<file path="src/hdl/timer8_pkg.sv">
// Purpose: Shared constants for the 8-bit single compare timer.
// Assumes: Classic Wishbone slave, 32-bit data, byte addresses.
// Notes: Register map and field positions live here only.
package timer8_pkg;
  localparam logic [7:0] ADDR_CONTROL = 8'h00;
  localparam logic [7:0] ADDR_COUNT = 8'h04;
  localparam logic [7:0] ADDR_COMPARE = 8'h08;
  localparam logic [7:0] ADDR_MASK = 8'h0c;
  localparam logic [7:0] ADDR_FLAG = 8'h10;
  localparam logic [7:0] ADDR_BUFFER = 8'h14;
  // Control register fields.
  localparam int CS_LSB = 0;
  localparam int WGM_LSB = 3;
  localparam int COM_LSB = 5;
  localparam int FOC_BIT = 7;
  // Flag and mask fields.
  localparam int OVF_BIT = 0;
  localparam int OCF_BIT = 1;
  localparam int OCIE_BIT = 1;
  localparam int TOIE_BIT = 0;
  localparam logic [7:0] BOTTOM_VAL = 8'h00;
  localparam logic [7:0] MAX_VAL = 8'hff;
  localparam logic [7:0] ONE_VAL = 8'h01;
  localparam logic [2:0] CS_STOP = 3'h0;
  localparam logic [2:0] CS_DIV1 = 3'h1;
  localparam logic [2:0] CS_DIV8 = 3'h2;
  localparam logic [2:0] CS_DIV64 = 3'h3;
  localparam logic [2:0] CS_DIV256 = 3'h4;
  localparam logic [2:0] CS_DIV1024 = 3'h5;
  localparam logic [2:0] CS_EXT_FALL = 3'h6;
  localparam logic [1:0] WGM_NORMAL = 2'h0;
  localparam logic [1:0] WGM_PHASE = 2'h1;
  localparam logic [1:0] WGM_CTC = 2'h2;
  localparam logic [1:0] WGM_FAST = 2'h3;
  localparam logic [1:0] COM_NONE = 2'h0;
  localparam logic [1:0] COM_TOGGLE = 2'h1;
  localparam logic [1:0] COM_CLEAR = 2'h2;
  localparam logic [1:0] COM_SET = 2'h3;
  localparam int PRESCALE_W = 10;
endpackage : timer8_pkg

</file>
<file path="src/hdl/timer8_single_compare.sv">
// Purpose: 8-bit timer/counter with one compare channel behind a classic Wishbone slave.
// Assumes: One clock, synchronous active-high reset, external count pin synchronous to clk_i.
// Notes: Interrupt requests are levels; the acknowledge inputs clear the flags.
// Function
// - Counter and compare registers are eight bits, readable and writable.
// - Tick comes from prescaler or the external pin with chosen edge.
// - Clock select zero gives no tick, counter stops.
// - Bottom indication asserts when counter is zero.
// - Maximum is 0xff, max indication asserts there.
// - Top is 0xff or the compare value, per mode.
// - Each tick clears, increments or decrements the counter by mode.
// - CPU may access counter anytime; its write beats clear or count.
// - Mode field picks sequence; overflow flag set at mode point.
// - Counter equal compare sets match flag at next tick.
// - Compare request is flag and enable and global interrupt flag.
// - Match flag clears on interrupt execution or written one.
// - Compare value double buffered in PWM modes only.
// - Buffered value moves to active register only at top or bottom.
// - CPU compare accesses go to buffer when buffered, else active.
// - Force strobe in non-PWM modes updates output only, no flag.
// - Counter write blocks compare match in next tick, even stopped.
// - Output state is kept across waveform mode changes.
// - Output mode bits are unbuffered and act immediately.
// - Mode zero counts up, wraps, overflow with becoming zero.
// - Mode two clears counter on match; compare is top.
// - Mode three counts bottom to max single slope, overflow at max.
// - Output mode zero takes no action on match.
//
// Our own choices: register access over Wishbone and the placing of the registers.
`timescale 1ns/10ps
module timer8_single_compare
  import timer8_pkg::*;
(
  input wire logic clk_i,
  input wire logic rst_i,
  input wire logic wb_cyc_i,
  input wire logic wb_stb_i,
  input wire logic wb_we_i,
  input wire logic [7:0] wb_adr_i,
  input wire logic [31:0] wb_dat_i,
  input wire logic [3:0] wb_sel_i,
  output logic [31:0] wb_dat_o,
  output logic wb_ack_o,
  input wire logic external_count_pin_i,
  input wire logic global_irq_enable_i,
  input wire logic compare_irq_taken_i,
  input wire logic overflow_irq_taken_i,
  output logic compare_irq_o,
  output logic overflow_irq_o,
  output logic compare_output_o,
  output logic bottom_o,
  output logic max_o
);

  typedef struct packed {
    logic [31:0] dat;
    logic ack;
    logic [2:0] clock_source_select;
    logic [1:0] waveform_mode_select;
    logic [1:0] compare_output_mode;
    logic [7:0] timer_count_value;
    logic [7:0] compare_value_reg;
    logic [7:0] compare_buffer;
    logic overflow_flag;
    logic compare_match_flag;
    logic compare_irq_enable;
    logic overflow_irq_enable;
    logic compare_output;
    logic count_down;
    logic block_match;
    logic [PRESCALE_W-1:0] prescale;
    logic pin_last;
    logic cmp_irq;
    logic ovf_irq;
    logic bottom;
    logic max;
  } state_t;

  state_t st_reg;
  state_t st_next;

  logic access;
  logic wr;
  logic tick;
  logic pwm_mode;
  logic match_now;
  logic [7:0] top_val;
  logic buffer_load;

  // Prescaler taps: a divide by two to the n tick fires when the low n bits of the free-running count are all ones.
  // Sharing one counter keeps all rates in step, at the cost of a first tick that may come early after a switch.
  localparam int DIV8_W = 3;
  localparam int DIV64_W = 6;
  localparam int DIV256_W = 8;

  // Bus strobe: one access per cycle with no ack pending, so ack lasts one cycle.
  assign access = wb_cyc_i && wb_stb_i && !st_reg.ack;
  assign wr = access && wb_we_i && wb_sel_i[0];

  assign pwm_mode = (st_reg.waveform_mode_select == WGM_PHASE) || (st_reg.waveform_mode_select == WGM_FAST);

  assign top_val = (st_reg.waveform_mode_select == WGM_CTC) ? st_reg.compare_value_reg : MAX_VAL;

  assign match_now = (st_reg.timer_count_value == st_reg.compare_value_reg);

  assign buffer_load = tick && pwm_mode && st_reg.timer_count_value == MAX_VAL &&
                       (st_reg.waveform_mode_select == WGM_FAST || !st_reg.count_down);

  always_comb begin
    case (st_reg.clock_source_select)
      CS_STOP: tick = 1'b0;
      CS_DIV1: tick = 1'b1;
      CS_DIV8: tick = &st_reg.prescale[DIV8_W-1:0];
      CS_DIV64: tick = &st_reg.prescale[DIV64_W-1:0];
      CS_DIV256: tick = &st_reg.prescale[DIV256_W-1:0];
      CS_DIV1024: tick = &st_reg.prescale;
      CS_EXT_FALL: tick = st_reg.pin_last && !external_count_pin_i;
      default: tick = !st_reg.pin_last && external_count_pin_i;
    endcase
  end

  // Main next-state logic; the counter and compare paths share one pass so priorities stay visible.
  always_comb begin
    st_next = st_reg;
    st_next.ack = access;
    st_next.pin_last = external_count_pin_i;
    st_next.prescale = st_reg.prescale + {{(PRESCALE_W-1){1'b0}}, 1'b1};
    st_next.dat = 32'h0000_0000;
    // Reads return low byte, upper bits zero; unmapped reads zero.
    // Eight-bit register reads
    if (access && !wb_we_i) begin
      case (wb_adr_i)
        ADDR_CONTROL: st_next.dat[7:0] = {1'b0, st_reg.compare_output_mode, st_reg.waveform_mode_select,
                                          st_reg.clock_source_select};
        ADDR_COUNT: st_next.dat[7:0] = st_reg.timer_count_value;
        ADDR_COMPARE: st_next.dat[7:0] = pwm_mode ? st_reg.compare_buffer : st_reg.compare_value_reg;
        ADDR_MASK: st_next.dat[7:0] = {6'h00, st_reg.compare_irq_enable, st_reg.overflow_irq_enable};
        ADDR_FLAG: st_next.dat[7:0] = {6'h00, st_reg.compare_match_flag, st_reg.overflow_flag};
        ADDR_BUFFER: st_next.dat[7:0] = st_reg.compare_value_reg;
        default: st_next.dat = 32'h0000_0000;
      endcase
    end
    // Clear-on-one happens first, so a hardware set later in this pass wins.
    // Flag clear paths
    if (compare_irq_taken_i) st_next.compare_match_flag = 1'b0;
    if (overflow_irq_taken_i) st_next.overflow_flag = 1'b0;
    if (wr && wb_adr_i == ADDR_FLAG) begin
      if (wb_dat_i[OCF_BIT]) st_next.compare_match_flag = 1'b0;
      if (wb_dat_i[OVF_BIT]) st_next.overflow_flag = 1'b0;
    end
    // A tick consumes the block left by an earlier counter write.
    if (tick) begin
      st_next.block_match = 1'b0;
    end
    // The comparator result is taken at the tick that ends the cycle in which counter and compare agree,
    // so the flag lands one tick after the match; a write-armed block swallows exactly that one tick.
    // Match flagged next tick
    if (tick && match_now && !st_reg.block_match) begin
      st_next.compare_match_flag = 1'b1;
      case (st_reg.compare_output_mode)
        COM_TOGGLE: st_next.compare_output = pwm_mode ? st_reg.compare_output : !st_reg.compare_output;
        COM_CLEAR: st_next.compare_output = st_reg.count_down ? 1'b1 : 1'b0;
        COM_SET: st_next.compare_output = st_reg.count_down ? 1'b0 : 1'b1;
        default: st_next.compare_output = st_reg.compare_output;
      endcase
    end
    if (tick) begin
      case (st_reg.waveform_mode_select)
        WGM_CTC: begin
          if (st_reg.timer_count_value == top_val) st_next.timer_count_value = BOTTOM_VAL;
          else st_next.timer_count_value = st_reg.timer_count_value + ONE_VAL;
          if (st_reg.timer_count_value == MAX_VAL) st_next.overflow_flag = 1'b1;
        end
        WGM_PHASE: begin
          if (!st_reg.count_down && st_reg.timer_count_value == MAX_VAL) begin
            st_next.count_down = 1'b1;
            st_next.timer_count_value = st_reg.timer_count_value - ONE_VAL;
          end else if (st_reg.count_down && st_reg.timer_count_value == BOTTOM_VAL) begin
            st_next.count_down = 1'b0;
            st_next.overflow_flag = 1'b1;
            st_next.timer_count_value = ONE_VAL;
          end else if (st_reg.count_down) begin
            st_next.timer_count_value = st_reg.timer_count_value - ONE_VAL;
          end else begin
            st_next.timer_count_value = st_reg.timer_count_value + ONE_VAL;
          end
        end
        default: begin
          st_next.count_down = 1'b0;
          st_next.timer_count_value = st_reg.timer_count_value + ONE_VAL;
          if (st_reg.timer_count_value == MAX_VAL) st_next.overflow_flag = 1'b1;
        end
      endcase
      if (buffer_load) st_next.compare_value_reg = st_reg.compare_buffer;
      // Fast PWM output returns at bottom, opposite to the match action.
      if (st_reg.waveform_mode_select == WGM_FAST && st_reg.timer_count_value == MAX_VAL) begin
        if (st_reg.compare_output_mode == COM_CLEAR) st_next.compare_output = 1'b1;
        if (st_reg.compare_output_mode == COM_SET) st_next.compare_output = 1'b0;
      end
    end
    // Register writes come last so the CPU overrides counting.
    if (wr) begin
      case (wb_adr_i)
        ADDR_CONTROL: begin
          st_next.clock_source_select = wb_dat_i[CS_LSB +: 3];
          st_next.waveform_mode_select = wb_dat_i[WGM_LSB +: 2];
          st_next.compare_output_mode = wb_dat_i[COM_LSB +: 2];
          if (wb_dat_i[FOC_BIT] && !(wb_dat_i[WGM_LSB] ^ 1'b0)) begin
            case (wb_dat_i[COM_LSB +: 2])
              COM_TOGGLE: st_next.compare_output = !st_reg.compare_output;
              COM_CLEAR: st_next.compare_output = 1'b0;
              COM_SET: st_next.compare_output = 1'b1;
              default: st_next.compare_output = st_reg.compare_output;
            endcase
          end
        end
        ADDR_COUNT: begin
          st_next.timer_count_value = wb_dat_i[7:0];
          st_next.block_match = 1'b1;
        end
        ADDR_COMPARE: begin
          if (pwm_mode) st_next.compare_buffer = wb_dat_i[7:0];
          else begin
            st_next.compare_value_reg = wb_dat_i[7:0];
            st_next.compare_buffer = wb_dat_i[7:0];
          end
        end
        ADDR_MASK: begin
          st_next.compare_irq_enable = wb_dat_i[OCIE_BIT];
          st_next.overflow_irq_enable = wb_dat_i[TOIE_BIT];
        end
        default: st_next.compare_buffer = st_next.compare_buffer;
      endcase
    end
    st_next.cmp_irq = st_next.compare_match_flag && st_next.compare_irq_enable && global_irq_enable_i;
    st_next.ovf_irq = st_next.overflow_flag && st_next.overflow_irq_enable && global_irq_enable_i;
    st_next.bottom = (st_next.timer_count_value == BOTTOM_VAL);
    st_next.max = (st_next.timer_count_value == MAX_VAL);
  end

  // State register; reset brings everything to zero, bottom asserted since the count is zero.
  always_ff @(posedge clk_i) begin
    if (rst_i) begin
      st_reg <= '0;
      st_reg.bottom <= 1'b1;
    end else begin
      st_reg <= st_next;
    end
  end

  assign wb_dat_o = st_reg.dat;
  assign wb_ack_o = st_reg.ack;
  assign compare_irq_o = st_reg.cmp_irq;
  assign overflow_irq_o = st_reg.ovf_irq;
  assign compare_output_o = st_reg.compare_output;
  assign bottom_o = st_reg.bottom;
  assign max_o = st_reg.max;
endmodule : timer8_single_compare

</file>
<file path="config.mk">
export PLATFORM = sky130hd
export DESIGN_NAME = timer8_single_compare
export DESIGN_NICKNAME = d
export VERILOG_FILES = /design/src/hdl/timer8_pkg.sv /design/src/hdl/timer8_single_compare.sv
export SDC_FILE = /design/constraint.sdc
export NUM_CORES = 1
export LEC_CHECK = 0
export BUFFER_PORTS_ARGS = -buffer_cell sky130_fd_sc_hd__buf_2
export CORE_ASPECT_RATIO = 2
export CORE_MARGIN = 4
export CORE_UTILIZATION = 44
export CTS_BUF_LIST = sky130_fd_sc_hd__clkbuf_4 sky130_fd_sc_hd__clkbuf_8
export CTS_CLUSTER_DIAMETER = 50
export DETAILED_ROUTE_END_ITERATION = 16
export GPL_TIMING_DRIVEN = 0
export PLACE_DENSITY = 0.67
export SYNTH_ARGS = -nofsm -noshare
export SYNTH_HDL_FRONTEND = slang
export SYNTH_SLANG_ARGS = --single-unit
export TNS_END_PERCENT = 10
</file>
<file path="constraint.sdc">
create_clock -name clk_i -period 3 [get_ports clk_i]
set_input_delay 0.45 -clock clk_i [delete_from_list [all_inputs] [get_ports clk_i]]
set_output_delay 0.45 -clock clk_i [all_outputs]
set_load 0.01 [all_outputs]
</file>
; ---- After elaboration in Yosys (flattened, before gate mapping)
; Index checks and enable logic that the tools add are counted.
[op_classes]
n_reduce_logical = 43
add_sub_neg = 3
mux = 47
n_eq_ne = 26
n_bitwise = 2
[ops]
columns = cell, count
row1 = $mux W8, 11
row2 = $pmux W8 S6, 1
row3 = $logic_not A8 Y1, 3
row4 = $mux W1, 24
row5 = $mux W24, 1
row6 = $logic_and A1 B1 Y1, 21
row7 = $eq A8 B4 Y1 const B, 2
row8 = $eq A8 B5 Y1 const B, 2
row9 = $eq A8 B8 Y1, 2
row10 = $eq A8 B8 Y1 const B, 2
row11 = $mux W16, 1
row12 = $pmux W8 S2, 1
row13 = $eq A2 B2 Y1 const B, 6
row14 = $add A10 B1 Y10 const B, 1
row15 = $reduce_and A10 Y1, 1
row16 = $eq A3 B3 Y1 const B, 3
row17 = $add A8 B1 Y8 const B, 1
row18 = $eq A8 B3 Y1 const B, 1
row19 = $logic_not A1 Y1, 8
row20 = $reduce_and A8 Y1, 1
row21 = $sub A8 B1 Y8 const B, 1
row22 = $pmux W1 S7, 1
row23 = $eq A2 B1 Y1 const B, 3
row24 = $eq A3 B2 Y1 const B, 2
row25 = other kinds (14), 21
[word_totals]
output_inout_bits = 38
reg_bits = 86
input_bits = 53
wordCells = 143

; ---- Depth between registers and ports, before layout
[logic_depth]
depth_word = 15
ltp_mapped = 12
mapped_depth_nobuf = 10

; ---- Worst setup path after synthesis
; No wires, ideal clock.
[synth_path]
kind = in2reg
start = input port wb_adr_i[0]
end = register st_reg[35] in the netlist's numbering
arrival_ns = 2.499
cell_stages = 10
required_time_ns = 2.857
setup_slack_ns = 0.358
setup_time_ns = 0.143
path_cell_list = or4_4 -> or3_1 -> buf_6 -> or3_1 -> buf_6 -> nand2b_4 -> buf_6 -> buf_6 -> nor2_1 -> a211oi_2
[synth_via]
elab_chain_cells = 3
[synth_rtl]
columns = element, line_no
row1 = from (decl), timer8_single_compare.sv:39  ; input wire logic [7:0] wb_adr_i,
row2 = $eq A8 B4 Y1, timer8_single_compare.sv:203  ; case (wb_adr_i)
row3 = $mux W8, timer8_single_compare.sv:203
row4 = $mux W24, timer8_single_compare.sv:202  ; if (wr) begin
row5 = to (signal assigned), timer8_single_compare.sv:247  ; st_reg <= st_next;
row6 = to (decl), timer8_single_compare.sv:79  ; state_t st_reg;
; Every way passes these cells.
; A chain may end at the register's enable or synchronous reset.

; ---- Final worst setup path
[layout_path]
start = input port wb_adr_i[0]
end = register st_reg (netlist bit bottom_o)
[layout_via]
elab_chain_cells = 4
[layout_rtl]
columns = element, line_no
row1 = $eq A8 B3 Y1, timer8_single_compare.sv:203
row2 = $mux W8, timer8_single_compare.sv:203
row3 = $mux W24, timer8_single_compare.sv:202
row4 = $logic_not A8 Y1, timer8_single_compare.sv:237  ; st_next.bottom = (st_next.timer_count_value == BOTTOM_VAL);
; Every way passes these cells.

==> results.sh <==
export IMPL_status="completed"
export IMPL_rsz0062_at_grt="false"
export IMPL_skew_ns=0.01028
export IMPL_area_growth_pct=17.04
export IMPL_cts_sinks=62
export IMPL_die_h_um=142.4
export IMPL_die_x_um=75.19
export IMPL_total_power_mw=1.821
export IMPL_synth_edf_count=0
export IMPL_drive_gt1_frac=0.2134
export IMPL_cts_buffers=9
export IMPL_core_mm2=0.008708
export IMPL_htreeDepth=3
export IMPL_dp_hpwl_mm=9.622
export IMPL_ys_top_cells_by_area="dfxtp_1 31%, buf_4 6.0%, mux2i_1 5.8%"
export IMPL_cp_slowest_stage_delay_ns=0.73
export IMPL_std_cell_rows=48
export IMPL_setup_viol=0
export IMPL_postRouteAntennaNets=0
export IMPL_drc=0
export IMPL_synthFlopType="dfxtp_1"
export IMPL_worst_slew_pin_slew_ns=1.167
export IMPL_critPathLaunchType="input port"
export IMPL_fin_area_mm2=0.004649
export IMPL_avgRoutedWirePerCell_um=18.23
export IMPL_path_class="in -> reg"
export IMPL_muxShareOfSynthArea=0.05795
export IMPL_hold_viol=0
export IMPL_grt_start_max_net_pins=11
export IMPL_cp_buffers_inverters=2
export IMPL_grt_use_total=0.2429
export IMPL_vias=3919
export IMPL_worstPathCellList="buf_2 -> or4_4 -> or3_1 -> buf_6 -> nor3_1 -> nand2b_1 -> o31ai_1 -> nor2_1 -> a211oi_1 -> a41o_1"
export IMPL_grt_pass1_wl_mm=19.35
export IMPL_synth_top_family_by_area="simple AND/OR/NAND/NOR gates"
export IMPL_root_buffer="clkbuf_8"
export IMPL_synth_compound_area_frac=0.2050
export IMPL_drt_wl_total_mm=12.42
export IMPL_fin_crit_sh=0.9590
export IMPL_worstPathArrival_ns=3.16
export IMPL_crit_path_max_fanout=8
export IMPL_antenna_found_initial=0
export IMPL_p_per_area_mw_per_mm2=391.7
export IMPL_fmax_ghz=0.3476
export IMPL_avgSynthCellArea_um2=7.882
export IMPL_setup_ws_ns=0.1229
export IMPL_hp_class="in -> reg"
export IMPL_cts_hold_buffers=0
export IMPL_placed_cell_area_mm2=0.004374
export IMPL_drt_pre_antenna_iters=5
export IMPL_dieArea_mm2=0.01071
export IMPL_fin_nets=638
export IMPL_port_buffer_count=38
export IMPL_synth_xor_area_frac=0.03969
export IMPL_start_util=0.4562
export IMPL_min_period_ns=2.877
export IMPL_dr_first_iter_drc_count=247
export IMPL_synth_top_area_frac=0.3124
export IMPL_ys_types=63
export IMPL_synthAdderAreaFrac=0.02835
export IMPL_cp_end_kind="register"
export IMPL_cp_data_required_time_ns=3.29
export IMPL_yosys_warnings=0
export IMPL_synthCells=504
export IMPL_critPathTopFamily="simple AND/OR/NAND/NOR gates"
export IMPL_power_leakage_nw=1.861
export IMPL_yosysTopAreaCell="dfxtp_1"
export IMPL_max_cap_viol_count=0
export IMPL_synthArstFlopShare=0
export IMPL_tritoncts="yes"
export IMPL_place_ws_ns=-0.3176
export IMPL_slew_viol_final=0
export IMPL_ys_seq_elements=62
export IMPL_largest_reg_flops=48
export IMPL_path_clk_slew_ns=0.07
export IMPL_n_antenna_cell=0
export IMPL_overflow=0
export IMPL_max_slew_margin=0.2148
export IMPL_synth_seq_area_share=0.3124
export IMPL_max_vdd_ir_drop_mv=0.3536
export IMPL_synth_area_mm2=0.003973
export IMPL_ios=91
export IMPL_synthSimpleGateAreaFrac=0.2428
export IMPL_clk_latency_ns=0.35
export IMPL_cp_slowest_cell="nor3_1"
export IMPL_grt_pass1_vias=3728
export IMPL_finalSetupTns_ns=0
export IMPL_vias_per_cell=5.755
export IMPL_clock_path_buffers=2
export IMPL_gp_congestion=0.9144
[cell type report]
class / count / area [µm²]
Fill cell: 830 / 4059
Buffer: 58 / 391.6
Tap cell: 100 / 125.1
Timing Repair Buffer: 40 / 205.2
Clock buffer: 13 / 172.7
Multi-Input combinational cell: 391 / 2394
Clock inverter: 3 / 65.06
Sequential cell: 62 / 1242
Inverter: 14 / 53.80
[per-layer routing]
| layer | wire [µm] | GRT usage |
|---|---|---|
| met1 | 4273 | 0.2512 |
| met2 | 6422 | 0.4223 |
| met3 | 806 | 0.04314 |
| met4 | 914 | 0.1705 |
| met5 | 0 | 0 |
[synth_stat cells, drive strengths merged, types with 3 or more instances]
cell type	n
o31ai	3
or2	4
a31oi	3
a211oi	12
nor2	58
nor2b	10
xor2	4
dfxtp	62
buf	43
nand4	7
xnor2	14
o211ai	3
mux2i	23
nand3	21
nor4	4
inv	13
a22oi	14
clkbuf	17
or3	8
ha	9
nand2b	7
nand2	46
a21oi	36
and3	3
a21o	4
nor3	16
o21ai	29
[through the flow]
stage / hold WS (ns) / util / cells
6_report: 0.3306 / 0.5339 / 681
2_1_floorplan: 0.4176 / - / 527
5_1_grt: 0.3157 / 0.5339 / 681
3_3_place_gp: 0.4303 / 0.5023 / 665
4_1_cts: 0.3115 / 0.5319 / 681
3_5_place_dp: 0.4425 / 0.5023 / 665
[worst register-to-register path, stage by stage (launching register included)]
cell       delay (ns)
dfxtp_1          0.54
clkbuf_1         0.42
nand4_1          0.16
nor2_1           0.34
nand3_1          0.13
a22oi_1          0.29
a211oi_1         0.12
a2bb2oi_1        0.19
or3b_1           0.38
nor4_2           0.17
[worst paths after layout]
path	to	slack, ns	from	cells after the start
worst max-delay path	bottom_o	0.12	wb_adr_i[0]	10
worst max register to register	max_o	0.16	st_reg[40]	9
worst min-delay path	overflow_irq_o	0.33	global_irq_enable_i	3
worst min register to register	st_reg[5]	0.45	st_reg[5]	1
[cells by family (layout without fill, tap and decap cells)]
kind of cell               after synthesis  in the layout
muxes                                   23             23
AOI/OAI and AO/OA                      122            122
and+or+nand+nor                        195            195
adders and majority gates                9              9
other                                    1             24
DFF                                     62             62
xor gates and xnor gates                18             18
buffers and inverters                   74            128
[power by group]
part	internal (mW)	switching, mW	total, mW
combinational	0.0501	0.0753	0.125
sequential	0.829	0.00430	0.833
clock	0.544	0.319	0.863
total	1.42	0.399	1.82
[cells in the final DEF, fill, tap and decap left out, types with 3 or more instances in the layout]
cell and instances:
a211oi_1 4, a211oi_2 8, a21o_1 4, a21oi_1 36, a22oi_1 14, a31oi_1 3
and3_1 3, buf_2 41, buf_4 34, buf_6 6, clkbuf_1 11, clkbuf_2 4
clkbuf_8 12, conb_1 24, dfxtp_1 61, ha_1 8, inv_1 12, mux2i_1 23
nand2_1 46, nand2b_1 6, nand3_1 21, nand4_1 7, nor2_1 57, nor2b_1 10
nor3_1 15, nor4_1 3, o211ai_1 3, o21ai_0 28, o31ai_1 3, or2_2 3
or3_1 8, xnor2_1 14, xor2_1 4
[what timing repair did]
action                                  in CTS  in global routing
endpoints found under the setup margin       2                  2
resized for setup                            7                  7
pin swaps                                    0                  1
buffers inserted                             0                  2
Note: power is estimated with default switching activity, not from simulation.
